[config.mk]
export PLATFORM = sky130hd
export DESIGN_NAME = flsr_status_bank
export DESIGN_NICKNAME = d
export VERILOG_FILES = /design/src/flsr_link_sync.v /design/src/flsr_param_rom.v /design/src/flsr_status_bank.v
export VERILOG_INCLUDE_DIRS = /design/src
export SDC_FILE = /design/constraint.sdc
export NUM_CORES = 1
export LEC_CHECK = 0
export ABC_AREA = 1
export ABC_CLOCK_PERIOD_IN_PS = 3200
export BUFFER_PORTS_ARGS = -buffer_cell sky130_fd_sc_hd__buf_2
export CORE_MARGIN = 5
export CORE_UTILIZATION = 57
export DETAILED_ROUTE_END_ITERATION = 6
export PLACE_DENSITY_LB_ADDON = 0.15
export REMOVE_ABC_BUFFERS = 1
export SLEW_MARGIN = 10
export SYNTH_ARGS = -nofsm -noshare
export SYNTH_HDL_FRONTEND = slang
export SYNTH_SLANG_ARGS = --single-unit
export TNS_END_PERCENT = 1
[constraint.sdc]
create_clock -name clk_i -period 3.2 [get_ports clk_i]
set_clock_uncertainty 0.2 [all_clocks]
set_input_delay 0.16 -clock clk_i [delete_from_list [all_inputs] [get_ports clk_i]]
set_output_delay 0.16 -clock clk_i [all_outputs]
set_load 0.1 [all_outputs]
[src/flsr_map.vh]
// Constants of the flash status register bank: commands, masks,
// reset values, parameter-table words and timing.
// Assumes one 100 MHz core clock; included by bare name.
`ifndef FLSR_MAP_VH
`define FLSR_MAP_VH

// ----------------------------------------
// Command codes
// ----------------------------------------
`define FLSR_CMD_RD_SR1 8'h05
`define FLSR_CMD_RD_SR2 8'h35
`define FLSR_CMD_RD_SR3 8'h15
`define FLSR_CMD_WR_SR1 8'h01
`define FLSR_CMD_WR_SR2 8'h31
`define FLSR_CMD_WR_SR3 8'h11
`define FLSR_CMD_WRITE_ENABLE_COMMAND 8'h06
`define FLSR_CMD_WRDIS 8'h04
`define FLSR_CMD_VOL_WEN 8'h50
`define FLSR_CMD_RD_PARAM 8'h5a
`define FLSR_CMD_SUSPEND 8'h75
`define FLSR_CMD_RESUME 8'h7a
`define FLSR_CMD_RST_EN 8'h66
`define FLSR_CMD_RST 8'h99

// ----------------------------------------
// Status bit positions and masks
// ----------------------------------------
`define FLSR_BIT_BUSY 0
`define FLSR_BIT_WEL 1
`define FLSR_BIT_BP_LO 2
`define FLSR_BIT_SRP_LO 7
`define FLSR_BIT_SRP_HI 8
`define FLSR_BIT_QE 9
`define FLSR_BIT_PROGRAM_SUSPENDED 10
`define FLSR_BIT_IRL_LO 11
`define FLSR_BIT_CMP 14
`define FLSR_BIT_ERASE_SUSPENDED 15
`define FLSR_BIT_PEERR 19
`define FLSR_BIT_ODS_LO 21
`define FLSR_BIT_PINSEL 23
`define FLSR_NV_MASK 24'he07bfc
`define FLSR_OTP_MASK 24'h003800
`define FLSR_VOL_MASK 24'h00027c
`define FLSR_NV_RESET 24'h400000

// ----------------------------------------
// Parameter table words, base address 64h/68h/6Ch
// ----------------------------------------
`define FLSR_PT_BASE 8'h64
`define FLSR_PT_LAST 8'h6f
`define FLSR_PT_W64 32'h5cd5a4f7
`define FLSR_PT_W68 32'hff5cd629
`define FLSR_PT_W6C 32'h80c030e9
`define FLSR_PT_BLANK 8'hff

// ----------------------------------------
// Timing
// ----------------------------------------
`define FLSR_CLK_NS 10
`define FLSR_NV_WRITE_NS 5000
`define FLSR_NV_WRITE_CYC (`FLSR_NV_WRITE_NS / `FLSR_CLK_NS)

`endif

[src/flsr_link_sync.v]
// Two-flop synchronisers for the serial pins plus edge detection.
// Assumes pins are asynchronous to clk_i; edges come from the
// second flop only.
`timescale 1ns/1ps

module flsr_link_sync
(
    input wire clk_i,
    input wire rst_n_i,
    input wire sck_i,
    input wire cs_n_i,
    input wire si_i,
    output wire sck_rise_o,
    output wire sck_fall_o,
    output wire cs_n_o,
    output wire cs_rise_o,
    output wire cs_fall_o,
    output wire si_o
);

    reg [2:0] meta_q;
    reg [2:0] sync_q;
    reg [1:0] last_q;

    always @(posedge clk_i or negedge rst_n_i)
    begin
        if (!rst_n_i)
        begin
            meta_q <= 3'h2;
            sync_q <= 3'h2;
            last_q <= 2'h2;
        end
        else
        begin
            meta_q <= {si_i, cs_n_i, sck_i};
            sync_q <= meta_q;
            last_q <= sync_q[1:0];
        end
    end

    assign sck_rise_o = sync_q[0] & ~last_q[0];
    assign sck_fall_o = ~sync_q[0] & last_q[0];
    assign cs_n_o = sync_q[1];
    assign cs_rise_o = sync_q[1] & ~last_q[1];
    assign cs_fall_o = ~sync_q[1] & last_q[1];
    assign si_o = sync_q[2];

endmodule // flsr_link_sync

[src/flsr_param_rom.v]
// Parameter table bytes 64h..6Fh; all other addresses read blank.
// Pure lookup, no state.
`timescale 1ns/1ps
`include "flsr_map.vh"

module flsr_param_rom
(
    input wire [7:0] addr_i,
    output reg [7:0] data_o
);

    reg [31:0] word;
    reg [7:0] offs;

    always @*
    begin
        word = 32'hffffffff;
        offs = addr_i - `FLSR_PT_BASE;
        data_o = `FLSR_PT_BLANK;
        if (addr_i >= `FLSR_PT_BASE && addr_i <= `FLSR_PT_LAST)
        begin
            if (offs[3:2] == 2'h0)
                word = `FLSR_PT_W64;
            else if (offs[3:2] == 2'h1)
                word = `FLSR_PT_W68;
            else
                word = `FLSR_PT_W6C;
            data_o = word[offs[1:0]*8 +: 8];
        end
    end

endmodule // flsr_param_rom

[src/flsr_status_bank.v]
// Status and configuration register bank of a serial NOR flash.
// Assumes mode-0 serial framing on sck_i/cs_n_i/si_i, and an array
// engine on clk_i that reports busy, active operation and failure.
`timescale 1ns/1ps
`include "flsr_map.vh"

// Function
// - Three 8-bit status registers hold bits 0 to 23.
// - A write equal to the held value does not rewrite the cells.
// - Bit 0 is read-only busy: 1 during a write cycle.
// - Bit 1 is the volatile write-enable latch, default 0.
// - Bits 2-6 are block-protect bits, volatile and non-volatile.
// - Bits 7 and 8 are non-volatile register-protect bits.
// - Bit 9 is quad enable, volatile and non-volatile, default 0.
// - Bit 10 is read-only program-suspended flag.
// - Bits 11-13 are one-time lock bits for information registers.
// - Table reports power-down exit ABh and entry B9h codes.
// - Table reports power-down exit delay 00100b, units 01b.
// - Table reports quad mode enable 00010b and disable 1001b.
// - Table reports 0-4-4 supported, exit 110101b, entry 1100b.
// - Table reports quad-enable requirement 101b, hold disable 0b.
// - Table reports status volatility field 1101001b at 6Ch.
// - Table reports soft-reset support field 110000b.
// - Write-enable command sets the latch before guarded writes.
// - While busy only status reads, resets and suspend are taken.
// - Suspend during program sets the flag; resume clears it.
// - Quad enable turns protect and hold pins into data lines; this bank only drives it out on quad_enable_o for the pad logic.
module flsr_status_bank
#(
    parameter NV_WRITE_CYC = `FLSR_NV_WRITE_CYC
)
(
    input wire clk_i,
    input wire rst_n_i,
    input wire sck_i,
    input wire cs_n_i,
    input wire si_i,
    input wire array_busy_i,
    input wire program_active_i,
    input wire erase_active_i,
    input wire op_fail_i,
    output reg so_o,
    output reg so_oe_o,
    output reg busy_flag_o,
    output reg write_enable_latch_o,
    output reg [4:0] block_protect_o,
    output reg complement_protect_o,
    output reg [1:0] register_protect_o,
    output reg quad_enable_o,
    output reg [2:0] info_reg_lock_o,
    output reg [1:0] drive_strength_o,
    output reg reset_pin_select_o,
    output reg suspend_req_o,
    output reg resume_req_o,
    output reg soft_reset_o
);

    // ----------------------------------------
    // Helpers
    // ----------------------------------------
    function [7:0] byte_of;
        input [23:0] img;
        input [1:0] idx;
        begin
            byte_of = img[idx*8 +: 8];
        end
    endfunction

    function [23:0] place_byte;
        input [23:0] img;
        input [1:0] idx;
        input [7:0] val;
        reg [23:0] tmp;
        begin
            tmp = img;
            tmp[idx*8 +: 8] = val;
            place_byte = tmp;
        end
    endfunction

    function is_busy_ok;
        input [7:0] cmd;
        begin
            is_busy_ok = (cmd == `FLSR_CMD_RD_SR1) || (cmd == `FLSR_CMD_RD_SR2) ||
                (cmd == `FLSR_CMD_RD_SR3) || (cmd == `FLSR_CMD_RST_EN) ||
                (cmd == `FLSR_CMD_RST) || (cmd == `FLSR_CMD_SUSPEND);
        end
    endfunction

    // ----------------------------------------
    // Frame states, one-hot
    // ----------------------------------------
    localparam [4:0] ST_IDLE = 5'h01;
    localparam [4:0] ST_CMD = 5'h02;
    localparam [4:0] ST_READ = 5'h04;
    localparam [4:0] ST_WDATA = 5'h08;
    localparam [4:0] ST_PARAM = 5'h10;

    wire sck_rise;
    wire sck_fall;
    wire cs_n;
    wire cs_rise;
    wire cs_fall;
    wire si;
    wire [7:0] rom_data;
    wire [7:0] rx_byte;
    wire byte_done;

    reg [4:0] state_q;
    reg [2:0] bit_cnt_q;
    reg [2:0] byte_cnt_q;
    reg [6:0] rx_q;
    reg [7:0] tx_q;
    reg [7:0] cmd_q;
    reg [1:0] rd_idx_q;
    reg [7:0] addr_q;
    reg [7:0] wr_data_q;
    reg wr_valid_q;
    reg [1:0] wr_idx_q;
    reg wr_vol_q;
    reg vol_wen_q;
    reg rst_en_q;
    reg [23:0] nv_q;
    reg [23:0] pend_q;
    reg [4:0] vol_bp_q;
    reg vol_qe_q;
    reg nv_busy_q;
    reg [15:0] nv_cnt_q;
    reg busy_q;
    reg wel_q;
    reg program_suspended_q;
    reg erase_suspended_q;
    reg program_erase_error_q;
    reg array_busy_q;
    reg [23:0] sr_img;
    reg [23:0] wr_merge;
    reg [7:0] cur_byte;

    flsr_link_sync u_sync
    (
        .clk_i(clk_i),
        .rst_n_i(rst_n_i),
        .sck_i(sck_i),
        .cs_n_i(cs_n_i),
        .si_i(si_i),
        .sck_rise_o(sck_rise),
        .sck_fall_o(sck_fall),
        .cs_n_o(cs_n),
        .cs_rise_o(cs_rise),
        .cs_fall_o(cs_fall),
        .si_o(si)
    );

    flsr_param_rom u_rom
    (
        .addr_i(addr_q),
        .data_o(rom_data)
    );

    // ----------------------------------------
    // Readable image and write merge
    // ----------------------------------------
    always @*
    begin
        sr_img = 24'h000000;
        sr_img[`FLSR_BIT_BUSY] = busy_q;
        sr_img[`FLSR_BIT_WEL] = wel_q;
        sr_img[`FLSR_BIT_BP_LO +: 5] = vol_bp_q;
        sr_img[`FLSR_BIT_SRP_LO] = nv_q[`FLSR_BIT_SRP_LO];
        sr_img[`FLSR_BIT_SRP_HI] = nv_q[`FLSR_BIT_SRP_HI];
        sr_img[`FLSR_BIT_QE] = vol_qe_q;
        sr_img[`FLSR_BIT_PROGRAM_SUSPENDED] = program_suspended_q;
        sr_img[`FLSR_BIT_IRL_LO +: 3] = nv_q[`FLSR_BIT_IRL_LO +: 3];
        sr_img[`FLSR_BIT_CMP] = nv_q[`FLSR_BIT_CMP];
        sr_img[`FLSR_BIT_ERASE_SUSPENDED] = erase_suspended_q;
        sr_img[`FLSR_BIT_PEERR] = program_erase_error_q;
        sr_img[`FLSR_BIT_ODS_LO +: 3] = nv_q[`FLSR_BIT_ODS_LO +: 3];
    end

    always @*
    begin
        // Lock bits only ever set; reserved bits masked off
        wr_merge = place_byte(24'h000000, wr_idx_q, wr_data_q);
        wr_merge = (wr_merge & `FLSR_NV_MASK & ~`FLSR_OTP_MASK) |
            ((wr_merge | nv_q) & `FLSR_OTP_MASK) |
            (nv_q & ~`FLSR_NV_MASK);
        wr_merge = place_byte(nv_q, wr_idx_q, byte_of(wr_merge, wr_idx_q));
        cur_byte = byte_of(nv_q, wr_idx_q);
    end

    assign rx_byte = {rx_q, si};
    assign byte_done = sck_rise & ~cs_n & (bit_cnt_q == 3'h7);

    // ----------------------------------------
    // Serial framing
    // ----------------------------------------
    always @(posedge clk_i or negedge rst_n_i)
    begin
        if (!rst_n_i)
        begin
            state_q <= ST_IDLE;
            bit_cnt_q <= 3'h0;
            byte_cnt_q <= 3'h0;
            rx_q <= 7'h00;
            tx_q <= 8'h00;
            cmd_q <= 8'h00;
            rd_idx_q <= 2'h0;
            addr_q <= 8'h00;
            wr_data_q <= 8'h00;
            wr_valid_q <= 1'b0;
            wr_idx_q <= 2'h0;
            wr_vol_q <= 1'b0;
            so_o <= 1'b0;
            so_oe_o <= 1'b0;
        end
        else if (cs_n)
        begin
            state_q <= ST_IDLE;
            so_oe_o <= 1'b0;
            if (cs_rise)
                wr_valid_q <= 1'b0;
        end
        else
        begin
            if (cs_fall)
            begin
                state_q <= ST_CMD;
                bit_cnt_q <= 3'h0;
                byte_cnt_q <= 3'h0;
                wr_valid_q <= 1'b0;
            end
            if (sck_rise)
            begin
                rx_q <= rx_byte[6:0];
                bit_cnt_q <= bit_cnt_q + 3'h1;
            end
            if (sck_fall)
            begin
                so_o <= tx_q[7];
                tx_q <= {tx_q[6:0], 1'b0};
            end
            if (byte_done)
            begin
                if (byte_cnt_q != 3'h7)
                    byte_cnt_q <= byte_cnt_q + 3'h1;
                case (state_q)
                    ST_CMD:
                    begin
                        cmd_q <= rx_byte;
                        state_q <= ST_IDLE;
                        if (!busy_q || is_busy_ok(rx_byte))
                        begin
                            if (rx_byte == `FLSR_CMD_RD_SR1 || rx_byte == `FLSR_CMD_RD_SR2 ||
                                rx_byte == `FLSR_CMD_RD_SR3)
                            begin
                                state_q <= ST_READ;
                                rd_idx_q <= (rx_byte == `FLSR_CMD_RD_SR1) ? 2'h0 :
                                    (rx_byte == `FLSR_CMD_RD_SR2) ? 2'h1 : 2'h2;
                                tx_q <= byte_of(sr_img, (rx_byte == `FLSR_CMD_RD_SR1) ?
                                    2'h0 : (rx_byte == `FLSR_CMD_RD_SR2) ? 2'h1 : 2'h2);
                                so_oe_o <= 1'b1;
                            end
                            else if (rx_byte == `FLSR_CMD_WR_SR1 ||
                                rx_byte == `FLSR_CMD_WR_SR2 || rx_byte == `FLSR_CMD_WR_SR3)
                            begin
                                state_q <= ST_WDATA;
                                wr_idx_q <= (rx_byte == `FLSR_CMD_WR_SR1) ? 2'h0 :
                                    (rx_byte == `FLSR_CMD_WR_SR2) ? 2'h1 : 2'h2;
                                wr_vol_q <= vol_wen_q;
                            end
                            else if (rx_byte == `FLSR_CMD_RD_PARAM)
                                state_q <= ST_PARAM;
                        end
                    end
                    ST_READ:
                    begin
                        // Polling: each byte gets a fresh snapshot
                        tx_q <= byte_of(sr_img, rd_idx_q);
                    end
                    ST_WDATA:
                    begin
                        // Extra bytes beyond the first are dropped
                        if (byte_cnt_q == 3'h1)
                        begin
                            wr_data_q <= rx_byte;
                            wr_valid_q <= 1'b1;
                        end
                    end
                    ST_PARAM:
                    begin
                        if (byte_cnt_q <= 3'h3)
                            addr_q <= rx_byte;
                        else if (byte_cnt_q == 3'h4)
                        begin
                            tx_q <= rom_data;
                            addr_q <= addr_q + 8'h01;
                            so_oe_o <= 1'b1;
                        end
                        else
                        begin
                            tx_q <= rom_data;
                            addr_q <= addr_q + 8'h01;
                        end
                    end
                    default:
                        state_q <= ST_IDLE;
                endcase
            end
        end
    end

    // ----------------------------------------
    // Command completion and register update
    // ----------------------------------------
    wire frame_end_cmd;
    wire do_write;

    assign frame_end_cmd = cs_rise & (byte_cnt_q == 3'h1) & (state_q != ST_IDLE ||
        cmd_q != 8'h00);
    assign do_write = cs_rise & wr_valid_q;

    always @(posedge clk_i or negedge rst_n_i)
    begin
        if (!rst_n_i)
        begin
            nv_q <= `FLSR_NV_RESET;
            pend_q <= `FLSR_NV_RESET;
            vol_bp_q <= 5'h00;
            vol_qe_q <= 1'b0;
            nv_busy_q <= 1'b0;
            nv_cnt_q <= 16'h0000;
            busy_q <= 1'b0;
            wel_q <= 1'b0;
            vol_wen_q <= 1'b0;
            rst_en_q <= 1'b0;
            program_suspended_q <= 1'b0;
            erase_suspended_q <= 1'b0;
            program_erase_error_q <= 1'b0;
            array_busy_q <= 1'b0;
            suspend_req_o <= 1'b0;
            resume_req_o <= 1'b0;
            soft_reset_o <= 1'b0;
        end
        else
        begin
            suspend_req_o <= 1'b0;
            resume_req_o <= 1'b0;
            soft_reset_o <= 1'b0;
            array_busy_q <= array_busy_i;
            busy_q <= nv_busy_q | array_busy_i;

            // Program or erase finished: latch drops
            if (array_busy_q && !array_busy_i)
                wel_q <= 1'b0;

            // Failure sets win over the clear at op start
            if (op_fail_i)
                program_erase_error_q <= 1'b1;
            else if (array_busy_i && !array_busy_q)
                program_erase_error_q <= 1'b0;

            if (nv_busy_q)
            begin
                if (nv_cnt_q == 16'h0001)
                begin
                    nv_busy_q <= 1'b0;
                    nv_q <= pend_q;
                    vol_bp_q <= pend_q[`FLSR_BIT_BP_LO +: 5];
                    vol_qe_q <= pend_q[`FLSR_BIT_QE];
                    wel_q <= 1'b0;
                end
                nv_cnt_q <= nv_cnt_q - 16'h0001;
            end

            if (frame_end_cmd && (!busy_q || is_busy_ok(cmd_q)))
            begin
                rst_en_q <= (cmd_q == `FLSR_CMD_RST_EN);
                if (cmd_q == `FLSR_CMD_WRITE_ENABLE_COMMAND)
                    wel_q <= 1'b1;
                else if (cmd_q == `FLSR_CMD_WRDIS)
                    wel_q <= 1'b0;
                else if (cmd_q == `FLSR_CMD_VOL_WEN)
                    vol_wen_q <= 1'b1;
                else if (cmd_q == `FLSR_CMD_SUSPEND && busy_q)
                begin
                    suspend_req_o <= 1'b1;
                    if (program_active_i)
                        program_suspended_q <= 1'b1;
                    else if (erase_active_i)
                        erase_suspended_q <= 1'b1;
                end
                else if (cmd_q == `FLSR_CMD_RESUME && (program_suspended_q || erase_suspended_q))
                begin
                    resume_req_o <= 1'b1;
                    program_suspended_q <= 1'b0;
                    erase_suspended_q <= 1'b0;
                end
                else if (cmd_q == `FLSR_CMD_RST && rst_en_q)
                begin
                    // Volatile copies fall back to stored values
                    soft_reset_o <= 1'b1;
                    wel_q <= 1'b0;
                    vol_wen_q <= 1'b0;
                    program_suspended_q <= 1'b0;
                    erase_suspended_q <= 1'b0;
                    vol_bp_q <= nv_q[`FLSR_BIT_BP_LO +: 5];
                    vol_qe_q <= nv_q[`FLSR_BIT_QE];
                end
            end

            if (do_write && !busy_q)
            begin
                vol_wen_q <= 1'b0;
                if (wr_vol_q)
                begin
                    // Volatile path touches only BP and QE
                    if (wr_idx_q == 2'h0)
                        vol_bp_q <= wr_data_q[`FLSR_BIT_BP_LO +: 5];
                    else if (wr_idx_q == 2'h1)
                        vol_qe_q <= wr_data_q[`FLSR_BIT_QE - 8];
                end
                else if (wel_q)
                begin
                    if (byte_of(wr_merge, wr_idx_q) == cur_byte)
                        wel_q <= 1'b0;
                    else
                    begin
                        pend_q <= wr_merge;
                        nv_busy_q <= 1'b1;
                        busy_q <= 1'b1;
                        nv_cnt_q <= NV_WRITE_CYC[15:0];
                    end
                end
            end
        end
    end

    // ----------------------------------------
    // Registered control outputs
    // ----------------------------------------
    always @(posedge clk_i or negedge rst_n_i)
    begin
        if (!rst_n_i)
        begin
            busy_flag_o <= 1'b0;
            write_enable_latch_o <= 1'b0;
            block_protect_o <= 5'h00;
            complement_protect_o <= 1'b0;
            register_protect_o <= 2'h0;
            quad_enable_o <= 1'b0;
            info_reg_lock_o <= 3'h0;
            drive_strength_o <= 2'h2;
            reset_pin_select_o <= 1'b0;
        end
        else
        begin
            busy_flag_o <= busy_q;
            write_enable_latch_o <= wel_q;
            block_protect_o <= vol_bp_q;
            complement_protect_o <= nv_q[`FLSR_BIT_CMP];
            register_protect_o <= nv_q[`FLSR_BIT_SRP_LO +: 2];
            // Pad logic uses this to turn protect/hold into IO2/IO3
            quad_enable_o <= vol_qe_q;
            info_reg_lock_o <= nv_q[`FLSR_BIT_IRL_LO +: 3];
            drive_strength_o <= nv_q[`FLSR_BIT_ODS_LO +: 2];
            reset_pin_select_o <= nv_q[`FLSR_BIT_PINSEL];
        end
    end

endmodule // flsr_status_bank

==> impl_metrics.ini, run 1 <==
[place]
placed_area_sq_um = 9520
place.gp.congestion = 0.974
hpwl_um = 16600
io_buffers = 30
dp.cells = 1401

[synthesis]
synth-edff-count = 0
synthCells = 1163
netlist_area_sq_um = 9070
synth_xor_area_share_pct = 1.26
synthMuxAreaShare_pct = 2.36
yosysTopAreaCell = dfrtp_1
synth_compound_area_share_pct = 13.9
ys_warn_count = 0
yosysSeqAreaShare_pct = 45.6
synth_top_area_share_pct = 43.6
yosysMostFrequentCell = nand2_1
synthFlopType = dfrtp_1
ys_top_cells_by_count = 285 x nand2_1, 158 x dfrtp_1, 130 x inv_1
ys_types = 50
async_flop_share_pct = 100
synthAdderAreaFrac_pct = 3.04
syn_area_per_cell_sq_um = 7.80
yosys.area_share.simple_pct = 26.0
synth_top_family_by_area = simple AND/OR/NAND/NOR gates
synthTopCellsByArea = dfrtp_1 44%, nand2_1 12%, nand3_1 6.1%
ys_seq_elements = 165

[grt]
grt_pass1_wl_um = 38700
grt.overflow.total = 0
grt_max_degree = 75
grt_pass1_vias = 7691
grt_usage_pct = 26.5
antenna_found_initial = 0

[die]
core_sq_um = 15800
die_x_um = 136
die_h_um = 136
die-area_sq_um = 18500
initial_core_util_pct = 57.5
fp-row-count = 46
io_pins = 31

[power]
peakVddDrop_uv = 438
switching_power_mw = 1.14
power_per_cell_area_nw_per_um2 = 443
swShare_pct = 25.2
pwr-share-seq_pct = 48.4
p_int_mw = 3.39
leakage_nw = 5.07
pwr-share-comb_pct = 6.2
clockPowerShare_pct = 45.4

[cells_and_area]
final_area_sq_um = 10200
fin_cells = 1444
syn2layout_area_growth_pct = 12.8
nets = 1246
antenna_cells = 0
drive_gt1_share_pct = 11.6
nFillCells = 1397

[detailed_routing]
vias = 8149
dr.pass1.iters = 6
drt_iter0_markers = 807
drcViolationCount = 0
wire_per_inst_um = 16.1
antenna_left = 0
wirelength_um = 23300
post_drt_via_cell_ratio = 5.64

[setup_path]
crit_chain = inv_2 -> ha_1 -> nand2_1 -> nor2_4 -> nand2_1 -> nand2_1 -> nand2_1 -> nand2_1 -> nand3_1 -> nand3_1 -> nand3_1 -> nand3_1 -> nand2_1 -> nor2_2 -> nand3_4 -> buf_4 -> nand3_1 -> nand2_1
critPathBufInv = 2
crit_path_start_kind = register
endpoint_kind = register
crit_type = register to register
crit_top_cell = nand2_1
crit_fanout = 18
cp_slowest_cell = ha_1
cp_data_required_time_ns = 3.32
path_delay_family = simple AND/OR/NAND/NOR gates
cpPeakStageDelay_ns = 0.37
critPathArrivalTime_ns = 3.07

[timing]
holdWs_ns = 0.122
tightest_slew_ns = 0.705
hold_viol = 0
period_needed_ns = 2.95
final-setup-viol-count = 0
slew_headroom_pct = 52.7
drv_slew = 0
period_share_pct = 92.2
fmax_mhz = 339

[job]
maxCapViolations = 0

[clock_network]
cts.sinks = 165
clockRootBuffer = clkbuf_16
h-tree-depth = 4
cts_buffer_depth = 2
cts_inserted_buffers = 17
clk_latency_ns = 0.43
cts.clk_slew.worst_paths_ns = 0.07
cts_tree = yes

[hold_path]
hp-class = input port to async pin

[outcome]
status = complete, no violations
registers in the layout, indices dropped and copies added (netlist names), 5 cells and up:
signal           cells
state_q              5
addr_q               8
vol_bp_q             5
nv_q                24
rx_q                 7
wr_data_q            8
pend_q              24
cmd_q                8
tx_q                 8
block_protect_o      5
nv_cnt_q            16
metrics by stage:
step	total power, mW	util, %	setup TNS [ns]	setup slack (ns)
2_1_floorplan	2.38	-	-24.14	-0.662
3_3_place_gp	2.50	60.4	0	0.221
3_5_place_dp	2.50	60.4	0	0.163
4_1_cts	4.56	64.7	0	0.129
5_1_grt	4.70	64.9	-0.000412	-0.000412
6_report	4.54	64.9	0	0.250
kinds of logic after synthesis:
| group | count (synthesis) |
|---|---|
| flops | 165 |
| mux | 19 |
| simple gates | 546 |
| fa+ha+maj | 22 |
| buf+inv | 174 |
| xor+xnor | 13 |
| compound gates | 224 |
power by group through the flow:
stage / combinational (mW) / clock, mW / sequential (mW)
after CTS: 0.281 / 2.09 / 2.19
after detailed placement: 0.271 / 0 / 2.23
final: 0.281 / 2.06 / 2.19
after global routing: 0.324 / 2.17 / 2.20
after floorplan: 0.140 / 0 / 2.24
after global placement: 0.266 / 0 / 2.23
timing repair:
item | in CTS | in global routing
resized for setup | 0 | 4
endpoints found under the setup margin | 0 | 39
endpoints found under the hold margin | 79 | 0
hold buffers | 9 | 0
buffers inserted | 0 | 2
layout make-up:
type | count | area (sq um) | area share [%]
multi-input cells | 824 | 4250 | 41.5
well taps | 216 | 270 | 2.64
flip-flops and latches | 165 | 4140 | 40.4
repair buffers | 66 | 462 | 4.51
clock buffers | 19 | 443 | 4.33
clock inverters | 13 | 145 | 1.42
inverters | 141 | 529 | 5.17
worst paths after layout:
path                                         from          endpoint  slack (ns)  cells past startpoint
max in group asynchronous                 rst_n_i        state_q[0]        1.75                      3
min in group clk_i               u_sync.meta_q[2]  u_sync.sync_q[2]        0.15                      0
worst max-delay path            place_byte.idx[0]         pend_q[6]        0.25                     18
worst min register to register   u_sync.meta_q[2]  u_sync.sync_q[2]        0.15                      0
worst max register to register  place_byte.idx[0]         pend_q[6]        0.25                     18
worst min-delay path                      rst_n_i  u_sync.meta_q[0]        0.12                      2
per-layer routing:
layer,wire length (um),global-route usage (%),vias to the layer above
met5,0,0,-
met2,10300,39.9,329
li1,-,-,3957
met3,1870,6.14,42
met1,10700,38.5,3821
met4,427,7.39,0
cell usage in the layout, fill, tap and decap left out, types with 3 or more instances in the layout:
cell type	count
nor3_1	19
dfrtp_1	158
buf_4	26
a21oi_1	50
or2_2	4
o221ai_1	3
o211ai_1	7
nor2_4	5
nand3b_1	5
nor2_2	5
clkbuf_16	17
o22ai_1	10
clkinvlp_4	3
o31ai_1	3
a21boi_0	3
inv_1	130
nand2_1	285
a22oi_1	11
o21ai_0	109
dfstp_2	7
ha_1	22
inv_6	5
xnor2_1	4
mux2_2	19
buf_2	29
inv_2	8
dlygate4sd3_1	9
nor4_1	10
clkinv_1	3
nand3_1	111
o21ai_1	10
xor2_1	9
nor2_1	88
nand4_1	8
Note: power is estimated with default switching activity, not from simulation.
==> run 2, diff against run 1 <==
--- a/config.mk
+++ b/config.mk
@@ -7,7 +7,7 @@
 export NUM_CORES = 1
 export LEC_CHECK = 0
 export ABC_AREA = 1
-export ABC_CLOCK_PERIOD_IN_PS = 3200
+export ABC_CLOCK_PERIOD_IN_PS = 2600
 export BUFFER_PORTS_ARGS = -buffer_cell sky130_fd_sc_hd__buf_2
 export CORE_MARGIN = 5
 export CORE_UTILIZATION = 57
==> constraint.sdc (replaced) <==
create_clock -name clk_i -period 2.6 [get_ports clk_i]
set_clock_uncertainty 0.2 [all_clocks]
set_input_delay 0.13 -clock clk_i [delete_from_list [all_inputs] [get_ports clk_i]]
set_output_delay 0.13 -clock clk_i [all_outputs]
set_load 0.1 [all_outputs]
==> impl_metrics.ini, run 2 (same netlist as run 1, synthesis figures left out) <==
[timing]
period_share_pct = 110
final-setup-viol-count = 43
setup_tns_ns = -9.19
tightest_slew_ns = 0.613
period_needed_ns = 2.85
fin_ws_ns = -0.252
slew_headroom_pct = 58.9
fmax_mhz = 351
rsz0062_at_grt = yes
hold_viol = 0
drv_slew = 0

[setup_path]
crit_chain = inv_4 -> ha_4 -> nor2_4 -> nand2_2 -> nor2_4 -> nand4_1 -> nand3_1 -> nand3_2 -> nand2_1 -> nor2_1 -> nor2_2 -> nand2_2 -> nor2_4 -> nand3_4 -> nand2_8 -> clkbuf_16 -> nand2_1 -> nand2_1
crit_fanout = 6
crit_type = register to register
cp_data_required_time_ns = 2.77
cpPeakStageDelay_ns = 0.43
cp_slowest_cell = dfrtp_1
r2r_slack_ns = -0.25
r2r-start = place_byte.idx[1]
critPathArrivalTime_ns = 3.02
path_delay_family = simple AND/OR/NAND/NOR gates
reg2reg_depth = 18
endpoint_kind = register
critPathBufInv = 2
crit_path_start_kind = register
reg2reg_to = pend_q[16]

[grt]
antenna_found_initial = 0
grt_usage_pct = 27.4
grt.overflow.total = 0
grt_pass1_vias = 7985
grt_max_degree = 56
grt_pass1_wl_um = 40000

[cells_and_area]
syn2layout_area_growth_pct = 22.3
fin_cells = 1506
antenna_cells = 0
nets = 1308
drive_gt1_share_pct = 19.5
layout.cells.most_common = nand2_1
nFillCells = 1303
final_util_pct = 70.3
layout_common_cells = 263 x nand2_1, 158 x dfrtp_1, 127 x inv_1
reg.largest.list = nv_q (24), pend_q (24), nv_cnt_q (16)
final_area_sq_um = 11100

[power]
power_per_cell_area_nw_per_um2 = 517
peakVddDrop_uv = 457
leakage_nw = 5.50

[clock_network]
clk_latency_ns = 0.43
cts.sinks = 165
clockRootBuffer = clkbuf_16
cts.clk_slew.worst_paths_ns = 0.06
cts_tree = yes
cts_buffer_depth = 2
cts_inserted_buffers = 17
h-tree-depth = 4

[detailed_routing]
post_drt_via_cell_ratio = 5.66
drcViolationCount = 0
vias = 8522
wirelength_um = 25200
wire_per_inst_um = 16.7
antenna_left = 0
drt_iter0_markers = 1069
dr.pass1.iters = 6

[outcome]
status = complete, but fails checks
violations = setup timing

[place]
dp.cells = 1455
io_buffers = 30
dp_slack_ns = -0.257
place.gp.congestion = 0.989
hpwl_um = 17400
placed_area_sq_um = 9990

[die]
initial_core_util_pct = 57.5
core_sq_um = 15800
fp-row-count = 46
die-area_sq_um = 18500
die_x_um = 136
io_pins = 31
die_h_um = 136

[job]
maxCapViolations = 0

[hold_path]
hp-class = input port to async pin
[run 2: changes by cell type in the layout (fill, tap and decap cells not counted), moves of 5 or more]
| cell | delta |
|---|---|
| buf_12 | +5 |
| nand3_1 | -8 |
| nand3_2 | +7 |
| nor2_1 | -5 |
| nor2_4 | +5 |
| buf_6 | +7 |
| inv_6 | -5 |
| buf_4 | +48 |
| clkbuf_1 | +5 |
| nand2_1 | -22 |
| nand2_2 | +20 |
[run 2: layer usage]
metal / share of wire [%] / vias to the layer above / GRT usage [%]
li1: - / 4082 / -
met1: 44 / 4020 / 39.2
met2: 46 / 361 / 42.3
met3: 7.7 / 59 / 4.89
met4: 2.4 / 0 / 9.46
met5: 0 / - / 0
[run 2: worst max path at each step]
| stage | startpoint | to | slack, ns | cells after the start |
|---|---|---|---|---|
| floorplan | u_sync.sync_q[1] | pend_q[0] | -1.26 | 7 |
| global placement | place_byte.idx[0] | pend_q[21] | -0.22 | 19 |
| detailed placement | place_byte.idx[1] | nv_cnt_q[14] | -0.26 | 17 |
| CTS | place_byte.idx[0] | nv_cnt_q[5] | -0.12 | 18 |
| global route | place_byte.idx[1] | nv_cnt_q[5] | -0.42 | 17 |
| finish | place_byte.idx[1] | pend_q[16] | -0.25 | 18 |
[run 2: final cells by class]
class	instances	area [sq um]	area share, %
clock buffer	23	448	4.04
clock inverter	9	155	1.40
inverter	141	537	4.84
multi-input combinational	824	4480	40.4
sequential	165	4140	37.3
tap	216	270	2.44
timing repair buffer	128	1070	9.61
[run 2: per-stage QoR]
stage	total power, mW	hold WS, ns
after floorplan	2.93	-0.366
after global routing	5.92	0.0801
after detailed placement	3.12	-0.0851
final	5.74	0.0277
after CTS	5.76	0.0296
after global placement	3.11	-0.0802
[run 2: report_power, final]
part           switching (mW)  total [mW]  leakage [nW]  internal, mW
Clock                    1.03        2.64         0.289          1.61
Combinational           0.294       0.420          3.00         0.126
Sequential             0.0435        2.67          2.22          2.63
[run 2: what timing repair did]
item / in CTS / in global routing
pin swaps: 5 / 18
hold endpoints to repair: 168 / 0
hold buffers: 8 / 0
gates resized for setup: 17 / 62
endpoints found under the setup margin: 45 / 57
cloned: 0 / 4
buffers inserted: 1 / 6
[run 2: worst register-to-register path, cell delays in order (launching register included)]
cell and delay [ns]:
dfrtp_1 0.43, inv_4 0.13, ha_4 0.25, nor2_4 0.10, nand2_2 0.08, nor2_4 0.19, nand4_1 0.17, nand3_1 0.16
nand3_2 0.08, nand2_1 0.07, nor2_1 0.05, nor2_2 0.12, nand2_2 0.08, nor2_4 0.11, nand3_4 0.13, nand2_8 0.15
clkbuf_16 0.16, nand2_1 0.05, nand2_1 0.06
==> run 3, diff against run 2 <==
--- a/config.mk
+++ b/config.mk
@@ -9,8 +9,10 @@
 export ABC_AREA = 1
 export ABC_CLOCK_PERIOD_IN_PS = 2600
 export BUFFER_PORTS_ARGS = -buffer_cell sky130_fd_sc_hd__buf_2
+export CELL_PAD_IN_SITES_DETAIL_PLACEMENT = 1
+export CELL_PAD_IN_SITES_GLOBAL_PLACEMENT = 2
 export CORE_MARGIN = 5
-export CORE_UTILIZATION = 57
+export CORE_UTILIZATION = 34
 export DETAILED_ROUTE_END_ITERATION = 6
 export PLACE_DENSITY_LB_ADDON = 0.15
 export REMOVE_ABC_BUFFERS = 1
==> impl_metrics.ini, run 3 (same netlist as run 1, synthesis figures left out) <==
[outcome]
status = complete, but fails checks
violations = setup timing

[grt]
grt_max_degree = 45
grt_usage_pct = 19.9
grt.overflow.total = 0
antenna_found_initial = 0
grt_pass1_wl_um = 48400
grt_pass1_vias = 8715

[die]
fp-row-count = 59
initial_core_util_pct = 34.7
die_h_um = 173
die_x_um = 173
io_pins = 31
core_sq_um = 26100
die-area_sq_um = 30000

[detailed_routing]
drt_iter0_markers = 416
antenna_left = 0
wirelength_um = 29500
post_drt_via_cell_ratio = 5.11
dr.pass1.iters = 5
vias = 8431
wire_per_inst_um = 17.8
drcViolationCount = 0

[place]
place.gp.congestion = 0.845
hpwl_um = 22100
io_buffers = 30
dp.cells = 1600

[timing]
fmax_mhz = 349
fin_ws_ns = -0.265
final-setup-viol-count = 43
tightest_slew_ns = 0.519
drv_slew = 0
rsz0062_at_grt = yes
holdWs_ns = 0.144
period_needed_ns = 2.86
period_share_pct = 110
slew_headroom_pct = 65.1
hold_viol = 0

[clock_network]
clockRootBuffer = clkbuf_16
clk_latency_ns = 0.43
cts_tree = yes
h-tree-depth = 4
cts_buffer_depth = 2
cts.clk_slew.worst_paths_ns = 0.07
cts_inserted_buffers = 17
cts.sinks = 165

[job]
maxCapViolations = 0

[setup_path]
critPathBufInv = 5
critPathArrivalTime_ns = 2.98
path_delay_family = simple AND/OR/NAND/NOR gates
cp_slowest_cell = dfrtp_1
cp_data_required_time_ns = 2.72
crit_chain = inv_4 -> ha_4 -> nand2_2 -> inv_2 -> nand3_1 -> nand2_1 -> nand2_1 -> nand2_1 -> nand2_1 -> o21ai_2 -> nand2_1 -> buf_4 -> nand3_1 -> nand2_1 -> inv_2 -> nor2_4 -> nand3_4 -> nand2_4 -> buf_12 -> nand2_1 -> nand2_1
crit_top_cell = nand2_1
reg2reg_depth = 21
crit_path_start_kind = register
crit_fanout = 18
crit_type = register to register
worstSetupPathDepth = 21
r2r-start = place_byte.idx[0]
r2r_slack_ns = -0.26
endpoint_kind = register
reg2reg_to = pend_q[5]
cpPeakStageDelay_ns = 0.43

[hold_path]
hold_start = si_i
holdPathEnd = u_sync.meta_q[2]
hp-class = input port to register
hold_depth = 2

[cells_and_area]
antenna_cells = 0
reg.largest.list = nv_q (24), pend_q (24), nv_cnt_q (16)
nets = 1334
nFillCells = 3218
layout.cells.most_common = nand2_1
layout_common_cells = 279 x nand2_1, 158 x dfrtp_1, 129 x inv_1
syn2layout_area_growth_pct = 24.5
drive_gt1_share_pct = 19.0
fin_cells = 1651

[power]
power_per_cell_area_nw_per_um2 = 524
peakVddDrop_uv = 367
leakage_nw = 5.58
## run 3: worst max-delay path by stage
| stage | startpoint | endpoint | slack, ns |
|---|---|---|---|
| global route | place_byte.idx[0] | pend_q[5] | -0.45 |
| detailed placement | place_byte.idx[0] | nv_cnt_q[12] | -0.45 |
| floorplan | u_sync.sync_q[1] | pend_q[0] | -1.26 |
| CTS | place_byte.idx[0] | pend_q[5] | -0.26 |
| global placement | place_byte.idx[0] | pend_q[18] | -0.39 |
| finish | place_byte.idx[0] | pend_q[5] | -0.26 |
## run 3: layer usage
metal | global-route usage [%] | vias to the layer above | wire (um)
met1 | 28.9 | 4195 | 15000
met3 | 2.68 | 18 | 679
li1 | - | 4126 | -
met4 | 4.46 | 0 | 289
met2 | 31.8 | 92 | 13500
met5 | 0 | - | 0
## run 3: stage by stage
stage	power, mW	cell area [sq um]	TNS [ns]	util, %	setup slack (ns)
after floorplan	2.93	8890	-50.06	-	-1.26
final	5.91	11300	-9.15	43.2	-0.265
after CTS	6.00	11200	-8.83	42.9	-0.256
after global routing	6.16	11300	-17.03	43.2	-0.446
after detailed placement	3.16	10300	-17.65	39.6	-0.450
after global placement	3.16	10300	-15.54	39.6	-0.387
## run 3: worst reg2reg max path: stages, from the launching register on
cell,delay [ns]
dfrtp_1,0.43
inv_4,0.09
ha_4,0.33
nand2_2,0.09
inv_2,0.07
nand3_1,0.12
nand2_1,0.08
nand2_1,0.05
nand2_1,0.11
nand2_1,0.10
o21ai_2,0.14
nand2_1,0.09
buf_4,0.14
nand3_1,0.07
nand2_1,0.07
inv_2,0.08
nor2_4,0.05
nand3_4,0.09
nand2_4,0.09
buf_12,0.16
nand2_1,0.08
nand2_1,0.05
## run 3: what timing repair did
item                       CTS  global route
hold buffers                10             0
pin swaps                    4             5
buffers inserted             5             4
setup endpoints to repair   43            47
gates resized for setup     19            18
hold endpoints to repair   170             0
## run 3: power by group
group | internal, mW | switching (mW)
Sequential | 2.63 | 0.0463
Clock | 1.63 | 1.16
Combinational | 0.145 | 0.303
Total | 4.41 | 1.51
## run 3: layout make-up
type / instances / area [sq um] / area share (%)
Inverter: 141 / 534 / 4.73
Clock buffer: 19 / 433 / 3.83
Timing Repair Buffer: 154 / 1210 / 10.8
Clock inverter: 13 / 196 / 1.74
Sequential cell: 165 / 4140 / 36.6
Tap cell: 335 / 419 / 3.71
Multi-Input combinational cell: 824 / 4360 / 38.6
